## config.mk

```make
export PLATFORM = sky130hd
export DESIGN_NAME = tpwm_timer16
export DESIGN_NICKNAME = d
export VERILOG_FILES = /design/src/verilog/tpwm_pkg_order_note.sv /design/src/verilog/tpwm_pkg.sv /design/src/verilog/tpwm_timer16.sv
export VERILOG_INCLUDE_DIRS = /design/src /design/src/verilog
export SDC_FILE = /design/constraint.sdc
export NUM_CORES = 1
export LEC_CHECK = 0
export ABC_AREA = 1
export BUFFER_PORTS_ARGS = -buffer_cell sky130_fd_sc_hd__buf_4
export CORE_MARGIN = 5
export CORE_UTILIZATION = 45
export DETAILED_ROUTE_END_ITERATION = 12
export GPL_ROUTABILITY_DRIVEN = 1
export GPL_TIMING_DRIVEN = 0
export SYNTH_ARGS = -nofsm -noshare
export SYNTH_HDL_FRONTEND = slang
export SYNTH_SLANG_ARGS = --single-unit
```

## constraint.sdc

```tcl
create_clock -name hclk -period 3.9 [get_ports hclk]
set_input_delay 0.585 -clock hclk [delete_from_list [all_inputs] [get_ports hclk]]
set_output_delay 0.585 -clock hclk [all_outputs]
set_load 0.02 [all_outputs]
```

## src/verilog/tpwm_consts.svh

```systemverilog
`ifndef TPWM_CONSTS_SVH
`define TPWM_CONSTS_SVH

// ****************************************
// register byte offsets
// ****************************************
`define TPWM_OFF_CTRL      8'h00
`define TPWM_OFF_COUNT     8'h04
`define TPWM_OFF_CMPA      8'h08
`define TPWM_OFF_CMPB      8'h0C
`define TPWM_OFF_CAPT      8'h10
`define TPWM_OFF_FLAGS     8'h14

// ****************************************
// reset values
// ****************************************
`define TPWM_RST_CTRL      16'h0000
`define TPWM_RST_WORD      16'h0000
`define TPWM_RST_FLAGS     4'h0

// ****************************************
// flag register bit positions
// ****************************************
`define TPWM_FLAG_OVF      0
`define TPWM_FLAG_CMPA     1
`define TPWM_FLAG_CMPB     2
`define TPWM_FLAG_CAPT     3

// ****************************************
// fixed top and bottom values
// ****************************************
`define TPWM_TOP_8BIT      16'h00FF
`define TPWM_TOP_9BIT      16'h01FF
`define TPWM_TOP_10BIT     16'h03FF
`define TPWM_MAX           16'hFFFF
`define TPWM_BOTTOM        16'h0000

// ****************************************
// waveform mode select codes
// ****************************************
`define TPWM_MODE_PC8      4'h1
`define TPWM_MODE_PC9      4'h2
`define TPWM_MODE_PC10     4'h3
`define TPWM_MODE_FAST8    4'h5
`define TPWM_MODE_FAST9    4'h6
`define TPWM_MODE_FAST10   4'h7
`define TPWM_MODE_PC_CAPT  4'hA
`define TPWM_MODE_PC_CMPA  4'hB
`define TPWM_MODE_FAST_CAPT 4'hE
`define TPWM_MODE_FAST_CMPA 4'hF

// ****************************************
// compare output select codes
// ****************************************
`define TPWM_COM_OFF       2'h0
`define TPWM_COM_TOGGLE    2'h1
`define TPWM_COM_NONINV    2'h2
`define TPWM_COM_INV       2'h3

// ****************************************
// prescaler selects: stop, 1, 8, 64, 256, 1024
// ****************************************
`define TPWM_CS_1          3'h1
`define TPWM_CS_8          3'h2
`define TPWM_CS_64         3'h3
`define TPWM_CS_256        3'h4
`define TPWM_CS_1024       3'h5

`endif

```

## src/verilog/tpwm_pkg_order_note.sv

```systemverilog
`default_nettype none
`default_nettype wire

```

## src/verilog/tpwm_pkg.sv

```systemverilog
`default_nettype none
package tpwm_pkg;

    typedef struct packed {
        logic       dir_b;
        logic       dir_a;
        logic       route_b;
        logic       route_a;
        logic       rsv;
        logic [2:0] clk_sel;
        logic [1:0] com_b;
        logic [1:0] com_a;
        logic [3:0] mode;
    } tpwm_ctrl_t;

    typedef struct packed {
        logic out;
        logic oe_n;
    } tpwm_pin_t;

    typedef enum logic {
        TPWM_UP,
        TPWM_DOWN
    } tpwm_dir_t;

endpackage
`default_nettype wire

```

## src/verilog/tpwm_timer16.sv

```systemverilog
// The AHB-Lite slave port and the register offsets were left to the implementer.
`timescale 1ns/1ps
`default_nettype none
`include "tpwm_consts.svh"

module tpwm_timer16 (
    input  wire logic               hclk,
    input  wire logic               hresetn,
    input  wire logic               hsel,
    input  wire logic [31:0]        haddr,
    input  wire logic [1:0]         htrans,
    input  wire logic               hwrite,
    input  wire logic [2:0]         hsize,
    input  wire logic [31:0]        hwdata,
    input  wire logic               hready,
    output logic [31:0]             hrdata,
    output logic                    hreadyout,
    output logic                    hresp,
    output var tpwm_pkg::tpwm_pin_t pin_a,
    output var tpwm_pkg::tpwm_pin_t pin_b
);
    import tpwm_pkg::*;

    // ****************************************
    // functions
    // ****************************************
    function automatic logic is_fast(input logic [3:0] m);
        is_fast = (m == `TPWM_MODE_FAST8) || (m == `TPWM_MODE_FAST9) || (m == `TPWM_MODE_FAST10) ||
                  (m == `TPWM_MODE_FAST_CAPT) || (m == `TPWM_MODE_FAST_CMPA);
    endfunction

    function automatic logic is_pc(input logic [3:0] m);
        is_pc = (m == `TPWM_MODE_PC8) || (m == `TPWM_MODE_PC9) || (m == `TPWM_MODE_PC10) ||
                (m == `TPWM_MODE_PC_CAPT) || (m == `TPWM_MODE_PC_CMPA);
    endfunction

    // fixed-width mask; all ones when top is not fixed
    function automatic logic [15:0] width_mask(input logic [3:0] m);
        case (m)
            `TPWM_MODE_PC8, `TPWM_MODE_FAST8:   width_mask = `TPWM_TOP_8BIT;
            `TPWM_MODE_PC9, `TPWM_MODE_FAST9:   width_mask = `TPWM_TOP_9BIT;
            `TPWM_MODE_PC10, `TPWM_MODE_FAST10: width_mask = `TPWM_TOP_10BIT;
            default:                            width_mask = `TPWM_MAX;
        endcase
    endfunction

    function automatic logic [15:0] top_of(input logic [3:0] m, input logic [15:0] capt,
                                           input logic [15:0] cmpa);
        case (m)
            `TPWM_MODE_PC_CAPT, `TPWM_MODE_FAST_CAPT: top_of = capt;
            `TPWM_MODE_PC_CMPA, `TPWM_MODE_FAST_CMPA: top_of = cmpa;
            default:                                  top_of = width_mask(m);
        endcase
    endfunction

    function automatic logic presc_tick(input logic [2:0] sel, input logic [9:0] p);
        case (sel)
            `TPWM_CS_1:    presc_tick = 1'b1;
            `TPWM_CS_8:    presc_tick = &p[2:0];
            `TPWM_CS_64:   presc_tick = &p[5:0];
            `TPWM_CS_256:  presc_tick = &p[7:0];
            `TPWM_CS_1024: presc_tick = &p[9:0];
            default:       presc_tick = 1'b0;
        endcase
    endfunction

    // next compare output state; match wins over the top action so compare==top stays constant
    function automatic logic next_oc(input logic cur, input logic [1:0] com, input logic fast,
                                     input logic pc, input logic match, input logic top_evt,
                                     input logic going_up, input logic chan_a);
        next_oc = cur;
        if (fast) begin
            case (com)
                `TPWM_COM_TOGGLE: next_oc = (chan_a && match) ? ~cur : cur;
                `TPWM_COM_NONINV: next_oc = match ? 1'b1 : (top_evt ? 1'b0 : cur);
                `TPWM_COM_INV:    next_oc = match ? 1'b0 : (top_evt ? 1'b1 : cur);
                default:          next_oc = cur;
            endcase
        end else if (pc) begin
            case (com)
                `TPWM_COM_NONINV: next_oc = match ? ~going_up : cur;
                `TPWM_COM_INV:    next_oc = match ? going_up : cur;
                default:          next_oc = cur;
            endcase
        end
    endfunction

    // ****************************************
    // state
    // ****************************************
    tpwm_ctrl_t  ctrl;
    logic [9:0]  presc;
    logic [15:0] counter_value;
    tpwm_dir_t   dir;
    logic [15:0] compare_active_a;
    logic [15:0] compare_active_b;
    logic [15:0] compare_buf_a;
    logic [15:0] compare_buf_b;
    logic [15:0] capture_register;
    logic [3:0]  flags;
    logic        oc_a;
    logic        oc_b;
    logic        wr_pend;
    logic [7:0]  wr_addr;

    logic        tick;
    logic        fast;
    logic        pc;
    logic [15:0] top_value;
    logic        at_top;
    logic        at_bottom;
    logic        going_up;
    logic        match_a;
    logic        match_b;
    logic        fast_top_evt;
    logic        load_evt;
    logic        top_capt;
    logic        top_cmpa;
    logic [15:0] wmask;
    logic        wr_ctrl;
    logic        wr_cmpa;
    logic        wr_cmpb;
    logic        wr_capt;
    logic        wr_flags;
    logic [3:0]  flag_set;
    logic [3:0]  flag_clr;

    assign tick         = presc_tick(ctrl.clk_sel, presc);
    assign fast         = is_fast(ctrl.mode);
    assign pc           = is_pc(ctrl.mode);
    assign top_value    = top_of(ctrl.mode, capture_register, compare_active_a);
    assign at_top       = (counter_value == top_value);
    assign at_bottom    = (counter_value == `TPWM_BOTTOM);
    assign going_up     = at_bottom || ((dir == TPWM_UP) && !at_top);
    assign match_a      = (counter_value == compare_active_a);
    assign match_b      = (counter_value == compare_active_b);
    assign fast_top_evt = tick && fast && at_top;
    assign load_evt     = fast_top_evt || (tick && pc && (dir == TPWM_UP) && at_top);
    assign top_capt     = (ctrl.mode == `TPWM_MODE_PC_CAPT) || (ctrl.mode == `TPWM_MODE_FAST_CAPT);
    assign top_cmpa     = (ctrl.mode == `TPWM_MODE_PC_CMPA) || (ctrl.mode == `TPWM_MODE_FAST_CMPA);
    assign wmask        = width_mask(ctrl.mode);

    // ****************************************
    // ahb-lite slave, zero wait states
    // ****************************************
    assign wr_ctrl  = wr_pend && (wr_addr == `TPWM_OFF_CTRL);
    assign wr_cmpa  = wr_pend && (wr_addr == `TPWM_OFF_CMPA);
    assign wr_cmpb  = wr_pend && (wr_addr == `TPWM_OFF_CMPB);
    assign wr_capt  = wr_pend && (wr_addr == `TPWM_OFF_CAPT);
    assign wr_flags = wr_pend && (wr_addr == `TPWM_OFF_FLAGS);

    always_ff @(posedge hclk or negedge hresetn) begin
        if (!hresetn) begin
            wr_pend <= 1'b0;
            wr_addr <= 8'h00;
        end else if (hready) begin
            wr_pend <= hsel && htrans[1] && hwrite;
            wr_addr <= haddr[7:0];
        end
    end

    // read data sampled in the address phase, so it stands through the data phase
    always_ff @(posedge hclk or negedge hresetn) begin
        if (!hresetn) begin
            hrdata <= 32'h0000_0000;
        end else if (hready && hsel && htrans[1] && !hwrite) begin
            case (haddr[7:0])
                `TPWM_OFF_CTRL:  hrdata <= {16'h0000, ctrl};
                `TPWM_OFF_COUNT: hrdata <= {16'h0000, counter_value};
                `TPWM_OFF_CMPA:  hrdata <= {16'h0000, compare_buf_a};
                `TPWM_OFF_CMPB:  hrdata <= {16'h0000, compare_buf_b};
                `TPWM_OFF_CAPT:  hrdata <= {16'h0000, capture_register};
                `TPWM_OFF_FLAGS: hrdata <= {26'h000_0000, oc_b, oc_a, flags};
                default:         hrdata <= 32'h0000_0000;
            endcase
        end
    end

    always_ff @(posedge hclk or negedge hresetn) begin
        if (!hresetn) begin
            hreadyout <= 1'b0;
            hresp     <= 1'b0;
        end else begin
            hreadyout <= 1'b1;
            hresp     <= 1'b0;
        end
    end

    always_ff @(posedge hclk or negedge hresetn) begin
        if (!hresetn) begin
            ctrl <= `TPWM_RST_CTRL;
        end else if (wr_ctrl) begin
            ctrl     <= hwdata[15:0];
            ctrl.rsv <= 1'b0;
        end
    end

    // ****************************************
    // prescaler and counter
    // ****************************************
    always_ff @(posedge hclk or negedge hresetn) begin
        if (!hresetn) begin
            presc <= 10'h000;
        end else if (ctrl.clk_sel == 3'h0) begin
            presc <= 10'h000;
        end else begin
            presc <= presc + 10'h001;
        end
    end

    // a capture top written below the count is missed and the counter wraps through max
    always_ff @(posedge hclk or negedge hresetn) begin
        if (!hresetn) begin
            counter_value <= `TPWM_RST_WORD;
            dir           <= TPWM_UP;
        end else if (tick) begin
            if (fast) begin
                dir           <= TPWM_UP;
                counter_value <= at_top ? `TPWM_BOTTOM : counter_value + 16'h0001;
            end else if (pc) begin
                if (dir == TPWM_UP && at_top) begin
                    dir           <= TPWM_DOWN;
                    counter_value <= counter_value - 16'h0001;
                end else if (dir == TPWM_DOWN && at_bottom) begin
                    dir           <= TPWM_UP;
                    counter_value <= counter_value + 16'h0001;
                end else if (dir == TPWM_UP) begin
                    counter_value <= counter_value + 16'h0001;
                end else begin
                    counter_value <= counter_value - 16'h0001;
                end
            end else begin
                dir           <= TPWM_UP;
                counter_value <= counter_value + 16'h0001;
            end
        end
    end

    // ****************************************
    // compare and capture registers
    // ****************************************
    always_ff @(posedge hclk or negedge hresetn) begin
        if (!hresetn) begin
            compare_buf_a    <= `TPWM_RST_WORD;
            compare_active_a <= `TPWM_RST_WORD;
        end else begin
            if (wr_cmpa) begin
                compare_buf_a <= hwdata[15:0] & wmask;
            end
            if (wr_cmpa && !fast && !pc) begin
                compare_active_a <= hwdata[15:0] & wmask;
            end else if (load_evt) begin
                compare_active_a <= compare_buf_a;
            end
        end
    end

    always_ff @(posedge hclk or negedge hresetn) begin
        if (!hresetn) begin
            compare_buf_b    <= `TPWM_RST_WORD;
            compare_active_b <= `TPWM_RST_WORD;
        end else begin
            if (wr_cmpb) begin
                compare_buf_b <= hwdata[15:0] & wmask;
            end
            if (wr_cmpb && !fast && !pc) begin
                compare_active_b <= hwdata[15:0] & wmask;
            end else if (load_evt) begin
                compare_active_b <= compare_buf_b;
            end
        end
    end

    // unbuffered on purpose: takes effect on the very next compare
    always_ff @(posedge hclk or negedge hresetn) begin
        if (!hresetn) begin
            capture_register <= `TPWM_RST_WORD;
        end else if (wr_capt) begin
            capture_register <= hwdata[15:0];
        end
    end

    // ****************************************
    // flags, write one to clear, set wins
    // ****************************************
    always_comb begin
        flag_set                  = 4'h0;
        flag_set[`TPWM_FLAG_OVF]  = fast_top_evt || (tick && pc && dir == TPWM_DOWN && at_bottom) ||
                                    (tick && !fast && !pc && counter_value == `TPWM_MAX);
        flag_set[`TPWM_FLAG_CMPA] = tick && match_a;
        flag_set[`TPWM_FLAG_CMPB] = tick && match_b;
        flag_set[`TPWM_FLAG_CAPT] = load_evt && top_capt;
        flag_clr                  = wr_flags ? hwdata[3:0] : 4'h0;
    end

    always_ff @(posedge hclk or negedge hresetn) begin
        if (!hresetn) begin
            flags <= `TPWM_RST_FLAGS;
        end else begin
            flags <= (flags & ~flag_clr) | flag_set;
        end
    end

    // ****************************************
    // waveform outputs and pins
    // ****************************************
    always_ff @(posedge hclk or negedge hresetn) begin
        if (!hresetn) begin
            oc_a <= 1'b0;
            oc_b <= 1'b0;
        end else if (tick) begin
            oc_a <= next_oc(oc_a, ctrl.com_a, fast, pc, match_a, at_top, going_up, 1'b1);
            oc_b <= next_oc(oc_b, ctrl.com_b, fast, pc, match_b, at_top, going_up, 1'b0);
        end
    end

    always_ff @(posedge hclk or negedge hresetn) begin
        if (!hresetn) begin
            pin_a <= '{out: 1'b0, oe_n: 1'b1};
            pin_b <= '{out: 1'b0, oe_n: 1'b1};
        end else begin
            pin_a.out  <= oc_a && ctrl.dir_a && ctrl.route_a;
            pin_a.oe_n <= !(ctrl.dir_a && ctrl.route_a);
            pin_b.out  <= oc_b && ctrl.dir_b && ctrl.route_b;
            pin_b.oe_n <= !(ctrl.dir_b && ctrl.route_b);
        end
    end
endmodule // tpwm_timer16
`default_nettype wire

```

## Yosys cells after proc, flatten, opt, wreduce, memory -nomap -nowiden

Index checks and enable logic that the tools add are counted.

- Bits in registers: 174
- Latch bits: 0
- Bits in writable memories: 0
- Memory bits (read-only): 0
- Output and inout bits: 38
- Word-level logic and storage cells: 196
- Memories: 0

- Add/subtract/negate cells: 3
- Multiply operators: 0
- Divide/modulo/power cells: 0
- $lt $le $gt $ge: 0
- Eq/ne operators: 43
- Shift-type cells: 0
- Muxes and demuxes: 39
- Bitwise operators: 7
- Reductions and logical operators: 77

Operators by type and width:

| kind | number |
|---|---|
| $mux 16 | 10 |
| $pmux 16 s6 | 1 |
| $eq 16x16->1 | 3 |
| $pmux 16 s3 | 1 |
| $logic_and 1x1->1 | 36 |
| $eq 8x4->1 const B | 4 |
| $eq 8x5->1 const B | 4 |
| $pmux 16 s2 | 1 |
| $ne 3x3->1 const B | 9 |
| $mux 1 | 19 |
| $add 16x1->16 const B | 1 |
| $and 16x16->16 | 1 |
| $eq 16x16->1 const B | 1 |
| $eq 4x4->1 const B | 4 |
| $logic_not 16->1 | 1 |
| $logic_not 8->1 | 2 |
| $sub 16x1->16 const B | 1 |
| $logic_or 1x1->1 | 13 |
| $eq 4x3->1 const B | 3 |
| $add 10x1->10 const B | 1 |
| $mux 10 | 1 |
| $reduce_and 10->1 | 1 |
| $reduce_or 2->1 | 5 |
| $reduce_and 9->1 | 1 |
| 26 further kinds | 45 |

## Longest topological paths before layout

Gate-level depths: netlist of the first run.

- Depth after elaboration: 13
- Mapped depth: 19
- Mapped depth without buffers: 17

## Worst setup path after synthesis of the first run

Ideal clock, no wire load.

- Kind: reg2reg
- From: register ctrl[0] (netlist bit)
- To: register compare_active_a[0]
- Arrival time: 2.059 ns
- Setup slack: 1.720 ns
- Cell stages (with the launch flop): 14
- Path buffers: 3
- Period minus slack after synthesis: 2.180 ns
- Cell sequence: dfrtp_1 buf_6 o21ai_4 buf_6 nand4_1 nand2_1 nand2_1 nor2_2 nand3_4 nor3_2 nor2_4 nand2_8 buf_8 o21ai_1

- Cells in the longest elaborated chain, start to end: 10
- Elaborated cells on any way between the ends: 38
- Classes of those cells: eq/ne (11); mux (3); reduce/logical (24)

Ends and longest elaborated chain:

| item | RTL line | RTL |
|---|---|---|
| start, declared | tpwm_timer16.sv:91 | `tpwm_ctrl_t ctrl;` |
| start signal, assigned | tpwm_timer16.sv:191 | `` ctrl <= `TPWM_RST_CTRL; `` |
| start signal, assigned | tpwm_timer16.sv:193 | `ctrl <= hwdata[15:0];` |
| parallel branches: the longest is 10 deep, another holds $pmux 16 s3 | n/a |  |
| end signal, assigned | tpwm_timer16.sv:245 | `` compare_active_a <= `TPWM_RST_WORD; `` |
| end signal, assigned | tpwm_timer16.sv:251 | `compare_active_a <= hwdata[15:0] & wmask;` |
| end signal, assigned | tpwm_timer16.sv:253 | `compare_active_a <= compare_buf_a;` |
| end, declared | tpwm_timer16.sv:95 | `logic [15:0] compare_active_a;` |

Parallel ways; which one is timed is not known.
A chain may end at the register's enable or synchronous reset.

## Worst setup path in the final report of the first run

- From: register ctrl[0] (netlist bit)
- To: register compare_active_a[10]

The elaborated chain is that of the path after synthesis.

==> run_results.csv, run 1 <==
group,metric,value,unit
clock_tree,post_cts_buffers,0,
floorplanning,die_y,157,um
floorplanning,die_w,157,um
yosys,yosys-top-cells-area,"dfrtp_1, nand2_1, o21ai_0",
yosys,synth_cell_types,46,
floorplanning,die_area,24800,um2
critical_path,crit_fanout,10,
yosys,synth_seq_cells,158,
power,vdd_drop_max,0.000244,V
routing,first_pass_iters,6,
global_routing,grt_max_degree,109,
placement,place_inst,1700,
final_layout,antennaDiodeCount,0,
final_layout,drive_above_1_share,12.5,%
clock_tree,cts_resized,0,
critical_path,r2r.worst_path.cells,11,
critical_path,cp.required,4.26,ns
placement,dp_hpwl,26100,um
critical_path,cp-end-kind,"flip-flop",
yosys,netlist.area_leader.share,39.9,%
final_layout,regArea,3960,um2
routing,drc,0,
yosys,ys_seq_area_share,40.4,%
floorplanning,io_pins,112,
clock_tree,clock_sinks,158,
yosys,avgSynthCellArea,7.23,um2
final_layout,instances_no_fill,1732,
global_routing,grt_overflow,0,
sta,period_needed,3.07,ns
clock_tree,ctsHoldBuffers,0,
clock_tree,cts_buffer_depth,2,
global_routing,grt_pass1_vias,9035,
placement,dp_slack,0.962,ns
sta,fin_ws,0.826,ns
power,power_density,414,nW/um2
run_status,status,"finished clean",
power,cellLeakagePower,5.95,nW
clock_tree,clk_pin_slew_worst_paths,0.07,ns
final_layout,multiInputGateArea,4780,um2
floorplanning,num_rows,54,
routing,antenna_left,0,
yosys,synth_top_area_cell,"dfrtp_1",
final_layout,final_nets,1518,
yosys,yosysWarnings,0,
clock_tree,cts_buffers,17,
global_routing,antenna_found_initial,1,
flow_run,cap_violations,0,
sta,fin_crit_sh,78.8,%
sta,skew,0.0125,ns
final_layout,area.growth.synth_to_final,14.0,%
yosys,synth_edf_count,0,
hold_path,hold_class,"in2async",
sta,worst_pin_slew,0.757,ns
routing,avgRoutedWirePerCell,19.6,um
yosys,mappedNetlistArea,9780,um2
critical_path,critPathArrivalTime,3.43,ns
placement,io_buffers,49,
yosys,synth_ff_type,"dfrtp_1",
routing,first_iter_violations,949,
global_routing,grt_pass1_wl,52300,um
final_layout,num-fill-cells,2237,
sta,relSlewSlack,49.6,%
clock_tree,cts_max_level,4,
global_routing,track_usage,28.0,%
sta,fmax,325,MHz
clock_tree,tritoncts,"done",
routing,via_per_inst,5.42,
floorplanning,coreArea,21600,um2
sta,drv_slew,0,
yosys,ys_async_sr_fraction,100,%
yosys,synth_cells,1354,
sta,fin_tns_setup,0,ns
critical_path,critPathLaunchType,"flip-flop",
sta,setup_viol,0,
routing,wirelength,33900,um
clock_tree,insertion_delay,0.44,ns
placement,gp_congestion,0.959,
critical_path,crit_type,"reg2reg",
floorplanning,initial_core_util,45.2,%
sta,rsz0062_at_grt,"false",
clock_tree,cts_root_buffer,"clkbuf_16",
sta,hold_viol,0,
routing,num_vias,9380,
metal layers:
| metal | GRT usage [%] | share of wire (%) |
|---|---|---|
| met1 | 38.8 | 44 |
| met3 | 6.16 | 8.1 |
| met5 | 0 | 0.056 |
| met2 | 43.1 | 44 |
| met4 | 10.7 | 3.9 |
cells by family (layout without fill, tap and decap cells):
| family | Yosys count | in the layout | share of synthesized area [%] |
|---|---|---|---|
| AND/OR/NAND/NOR | 645 | 645 | 29.1 |
| AO/OA/AOI/OAI | 254 | 254 | 14.5 |
| buffers and inverters | 247 | 329 | 11.3 |
| flip-flops | 158 | 158 | 40.4 |
| XOR/XNOR | 40 | 40 | 3.58 |
| adder cells (fa/ha/maj) | 5 | 5 | 0.639 |
| multiplexers | 3 | 3 | 0.333 |
| other | 2 | 18 | 0.0768 |
layout make-up:
| class | count | area share, % |
|---|---|---|
| buffer | 79 | 4.24 |
| sequential | 158 | 35.5 |
| multi-input combinational | 965 | 42.9 |
| inverter | 168 | 5.68 |
| clock buffer | 20 | 4.01 |
| clock inverter | 12 | 0.965 |
| tap | 280 | 3.14 |
| timing repair buffer | 50 | 3.61 |
report_power, final:
| part | leakage [nW] | switching (mW) | internal, mW |
|---|---|---|---|
| Sequential | 1.67 | 0.0978 | 1.77 |
| Combinational | 4.01 | 0.785 | 0.355 |
| Clock | 0.268 | 0.761 | 0.850 |
| Total | 5.95 | 1.64 | 2.97 |
registers in the layout, summed over array words and instances, names as in the netlist, 2 cells and up:
signal / count
compare_buf_b: 16
compare_buf_a: 16
compare_active_b: 16
pin_a: 2
compare_active_a: 16
capture_register: 16
ctrl: 15
counter_value: 16
presc: 10
hrdata: 16
wr_addr: 8
flags: 4
pin_b: 2
layout by cell type (no fill, tap or decap), drive strengths merged, types with 18 or more instances in the layout:
| cell | instances |
|---|---|
| inv | 171 |
| o21ai | 179 |
| dfrtp | 156 |
| nand2 | 409 |
| a21oi | 30 |
| nand3 | 80 |
| nand4 | 34 |
| xor2 | 39 |
| nor3 | 22 |
| nor2 | 92 |
| clkbuf | 64 |
| conb | 18 |
| o22ai | 33 |
| buf | 85 |
worst paths after layout:
| path | slack, ns | end | from |
|---|---|---|---|
| min in group hclk | 0.36 | wr_addr[1] | haddr[1] |
| max reg2reg | 0.83 | compare_active_a[10] | ctrl[0] |
| min | 0.06 | presc[5] | hresetn |
| max in group asynchronous | 2.95 | compare_buf_a[4] | hresetn |
| min reg2reg | 0.46 | presc[0] | presc[0] |
| max | 0.83 | compare_active_a[10] | ctrl[0] |
cell usage after synthesis, types with 2 or more instances:
library cell,number
a211oi_1,9
a21oi_1,30
buf_12,2
buf_2,7
buf_4,18
buf_6,6
buf_8,2
clkbuf_1,44
conb_1,2
dfrtp_1,156
dfstp_2,2
ha_1,5
inv_1,165
mux2_2,2
nand2_1,383
nand2_2,23
nand2_8,2
nand3_1,78
nand3b_1,3
nand4_1,33
nor2_1,83
nor2_2,4
nor2_4,4
nor3_1,20
nor3_2,2
nor4_1,4
o21ai_0,151
o21ai_1,9
o21ai_2,18
o22ai_1,33
xor2_1,39
worst max-delay path, stage by stage, from the launching register on:
cell	delay (ns)
dfrtp_1	0.38
buf_6	0.16
inv_4	0.08
nor2_2	0.05
nor2_2	0.42
nor2_1	0.31
inv_1	0.45
nand4_2	0.37
clkbuf_1	0.31
o21ai_0	0.31
nand2_2	0.10
o21ai_2	0.06
metrics by stage:
stage                     hold WS, ns  power, mW  utilization (%)  area [um2]
after floorplan                 0.289       2.63                -        9840
after global placement          0.451       3.00             48.8       10600
after detailed placement        0.452       3.01             49.0       10600
after CTS                      0.0750       4.61             51.6       11200
after global routing           0.0760       4.85             51.6       11200
final                          0.0574       4.62             51.6       11200
(Power assumes the default switching activity.)
==> run 2: changes to the inputs <==
Settings changed: PLACE_DENSITY set to 0.67.
Clock period 3.9 ns to 2.8 ns, I/O delays scaled along.
==> run 2 against run 1 <==
  * Final area up 1.6%
  * Count of clock-buffer cells in the layout is 3 lower
  * Combinational power rose by 45%
  * Utilization up 0.82 points
  * Largest power group unchanged
  * Fmax increased by 16%
  * Via count is 1.8% higher
  * Power grew 43%
  * Sequential power is 40% higher
  * Sequential share of layout area down 0.53 points
  * Clock power is 45% higher
  * Register-to-register slack got worse by 0.68 ns
  * Critical path depth is 6 higher
==> run_results.csv, run 2 (same netlist as run 1, synthesis figures left out) <==
group,metric,value,unit
clock_tree,cts_buffers,17,
final_layout,final_common_cell,"nand2_1",
floorplanning,initial_core_util,45.2,%
critical_path,r2r-end,"compare_active_a[12]",
routing,wirelength,33800,um
sta,fmax,377,MHz
final_layout,area.growth.synth_to_final,15.8,%
placement,dp_slack,-0.242,ns
sta,fin_ws,0.145,ns
clock_tree,tritoncts,"done",
clock_tree,cts_max_level,4,
critical_path,r2r.worst_path.cells,17,
final_layout,regArea,3960,um2
critical_path,cp.required,3.17,ns
sta,period_needed,2.65,ns
power,vdd_drop_max,0.000435,V
placement,place_area,10600,um2
placement,dp_hpwl,25700,um
sta,fin_crit_sh,94.8,%
hold_path,worstHoldStart,"haddr[1]",
critical_path,rr_startpoint,"ctrl[3]",
floorplanning,num_rows,54,
routing,via_per_inst,5.49,
routing,wl_met2,14800,um
critical_path,crit_fanout,10,
routing,wl_met3,3030,um
final_layout,finish.instance_area,11300,um2
final_layout,finish.utilization,52.4,%
placement,io_buffers,49,
floorplanning,die_w,157,um
global_routing,grt_max_degree,105,
routing,num_vias,9549,
global_routing,track_usage,28.1,%
clock_tree,clk_pin_slew_worst_paths,0.08,ns
sta,worst_pin_slew,0.714,ns
critical_path,critPathLaunchType,"flip-flop",
clock_tree,cts_buffer_depth,2,
critical_path,critPathArrivalTime,3.02,ns
floorplanning,coreArea,21600,um2
hold_path,hold_class,"in2reg",
floorplanning,die_y,157,um
clock_tree,clock_sinks,158,
routing,first_pass_iters,6,
global_routing,antenna_found_initial,0,
sta,relSlewSlack,52.4,%
placement,gp_congestion,1.00,
flow_run,cap_violations,0,
clock_tree,cts_root_buffer,"clkbuf_16",
final_layout,num-fill-cells,2192,
sta,setup_viol,0,
routing,antenna_left,0,
power,cellLeakagePower,6.03,nW
final_layout,multiInputGateArea,4840,um2
global_routing,grt_pass1_vias,9026,
sta,rsz0062_at_grt,"true",
sta,drv_slew,0,
run_status,status,"finished clean",
final_layout,final_cell_mix,"nand2_1, inv_1, dfrtp_1, o21ai_0, nor2_1",
power,power_density,582,nW/um2
critical_path,ff2ff_setup_slack,0.15,ns
sta,skew,0.0129,ns
routing,drc,0,
sta,hold_ws,0.207,ns
hold_path,holdPathStages,3,
clock_tree,insertion_delay,0.44,ns
critical_path,crit_type,"reg2reg",
routing,first_iter_violations,1088,
critical_path,cp-end-kind,"flip-flop",
routing,avgRoutedWirePerCell,19.4,um
floorplanning,die_area,24800,um2
final_layout,antennaDiodeCount,0,
global_routing,grt_overflow,0,
final_layout,drive_above_1_share,14.8,%
floorplanning,io_pins,112,
routing,met1Wirelength,14600,um
routing,highest-signal-layer,"met4",
sta,hold_viol,0,
hold_path,hold_end,"wr_addr[1]",
final_layout,final_nets,1526,
global_routing,grt_pass1_wl,52700,um
## run 2: how the worst max path moves through the flow
stage / from / endpoint / slack, ns / cells after the start
detailed placement: ctrl[0] / compare_active_a[15] / -0.24 / 11
global placement: ctrl[0] / compare_active_a[15] / -0.24 / 11
floorplan: ctrl[0] / compare_active_a[0] / 0.62 / 13
finish: ctrl[3] / compare_active_a[12] / 0.15 / 17
global route: ctrl[3] / compare_active_a[12] / -0.02 / 17
CTS: counter_value[8] / compare_active_a[12] / 0.02 / 14
## run 2: final cells by class
type	instances	share of cell area (%)
Buffer	75	4.11
Clock buffer	17	3.76
Clock inverter	15	1.36
Inverter	168	5.65
Multi-Input combinational cell	965	42.7
Sequential cell	158	34.9
Tap cell	280	3.09
Timing Repair Buffer	62	4.37
## run 2: worst max-delay path, cell delays in order, from the launching register on
cell and delay, ns:
dfrtp_1 0.32, buf_4 0.18, nand2_4 0.10, nor2_8 0.13
buf_6 0.14, nand2_1 0.10, nand3_1 0.09, nand2_1 0.06
nand2_2 0.10, nand2_1 0.09, nor2_4 0.20, nand3_4 0.17
nor3_4 0.33, nor2_4 0.15, nand2_8 0.11, buf_8 0.16
nand2_2 0.06, o21ai_2 0.06
## run 2: power by group
part	total, mW	internal, mW	switching, mW	leakage [nW]
registers	2.60	2.46	0.139	1.67
clock network	2.34	1.25	1.09	0.283
logic	1.65	0.532	1.12	4.08
total	6.59	4.25	2.35	6.03
## run 2: routing by layer
layer	GRT usage (%)	vias up
li1	-	4540
met1	39.6	4516
met2	42.3	401
met3	6.27	92
met4	10.5	0
met5	0	-
## run 2: through the flow
step                      std cells  power, mW  setup TNS [ns]
after CTS                      1731       6.52               0
after global routing           1740       6.92         -0.0664
after global placement         1699       4.16           -5.82
final                          1740       6.59               0
after detailed placement       1700       4.18           -6.52
after floorplan                1370       3.66               0
## run 2: repair_timing
item	CTS	global route
hold buffers	1	0
resized for setup	5	29
pin swaps	0	5
hold endpoints to repair	54	0
setup endpoints to repair	46	52
gates cloned	0	0
buffers inserted	0	11
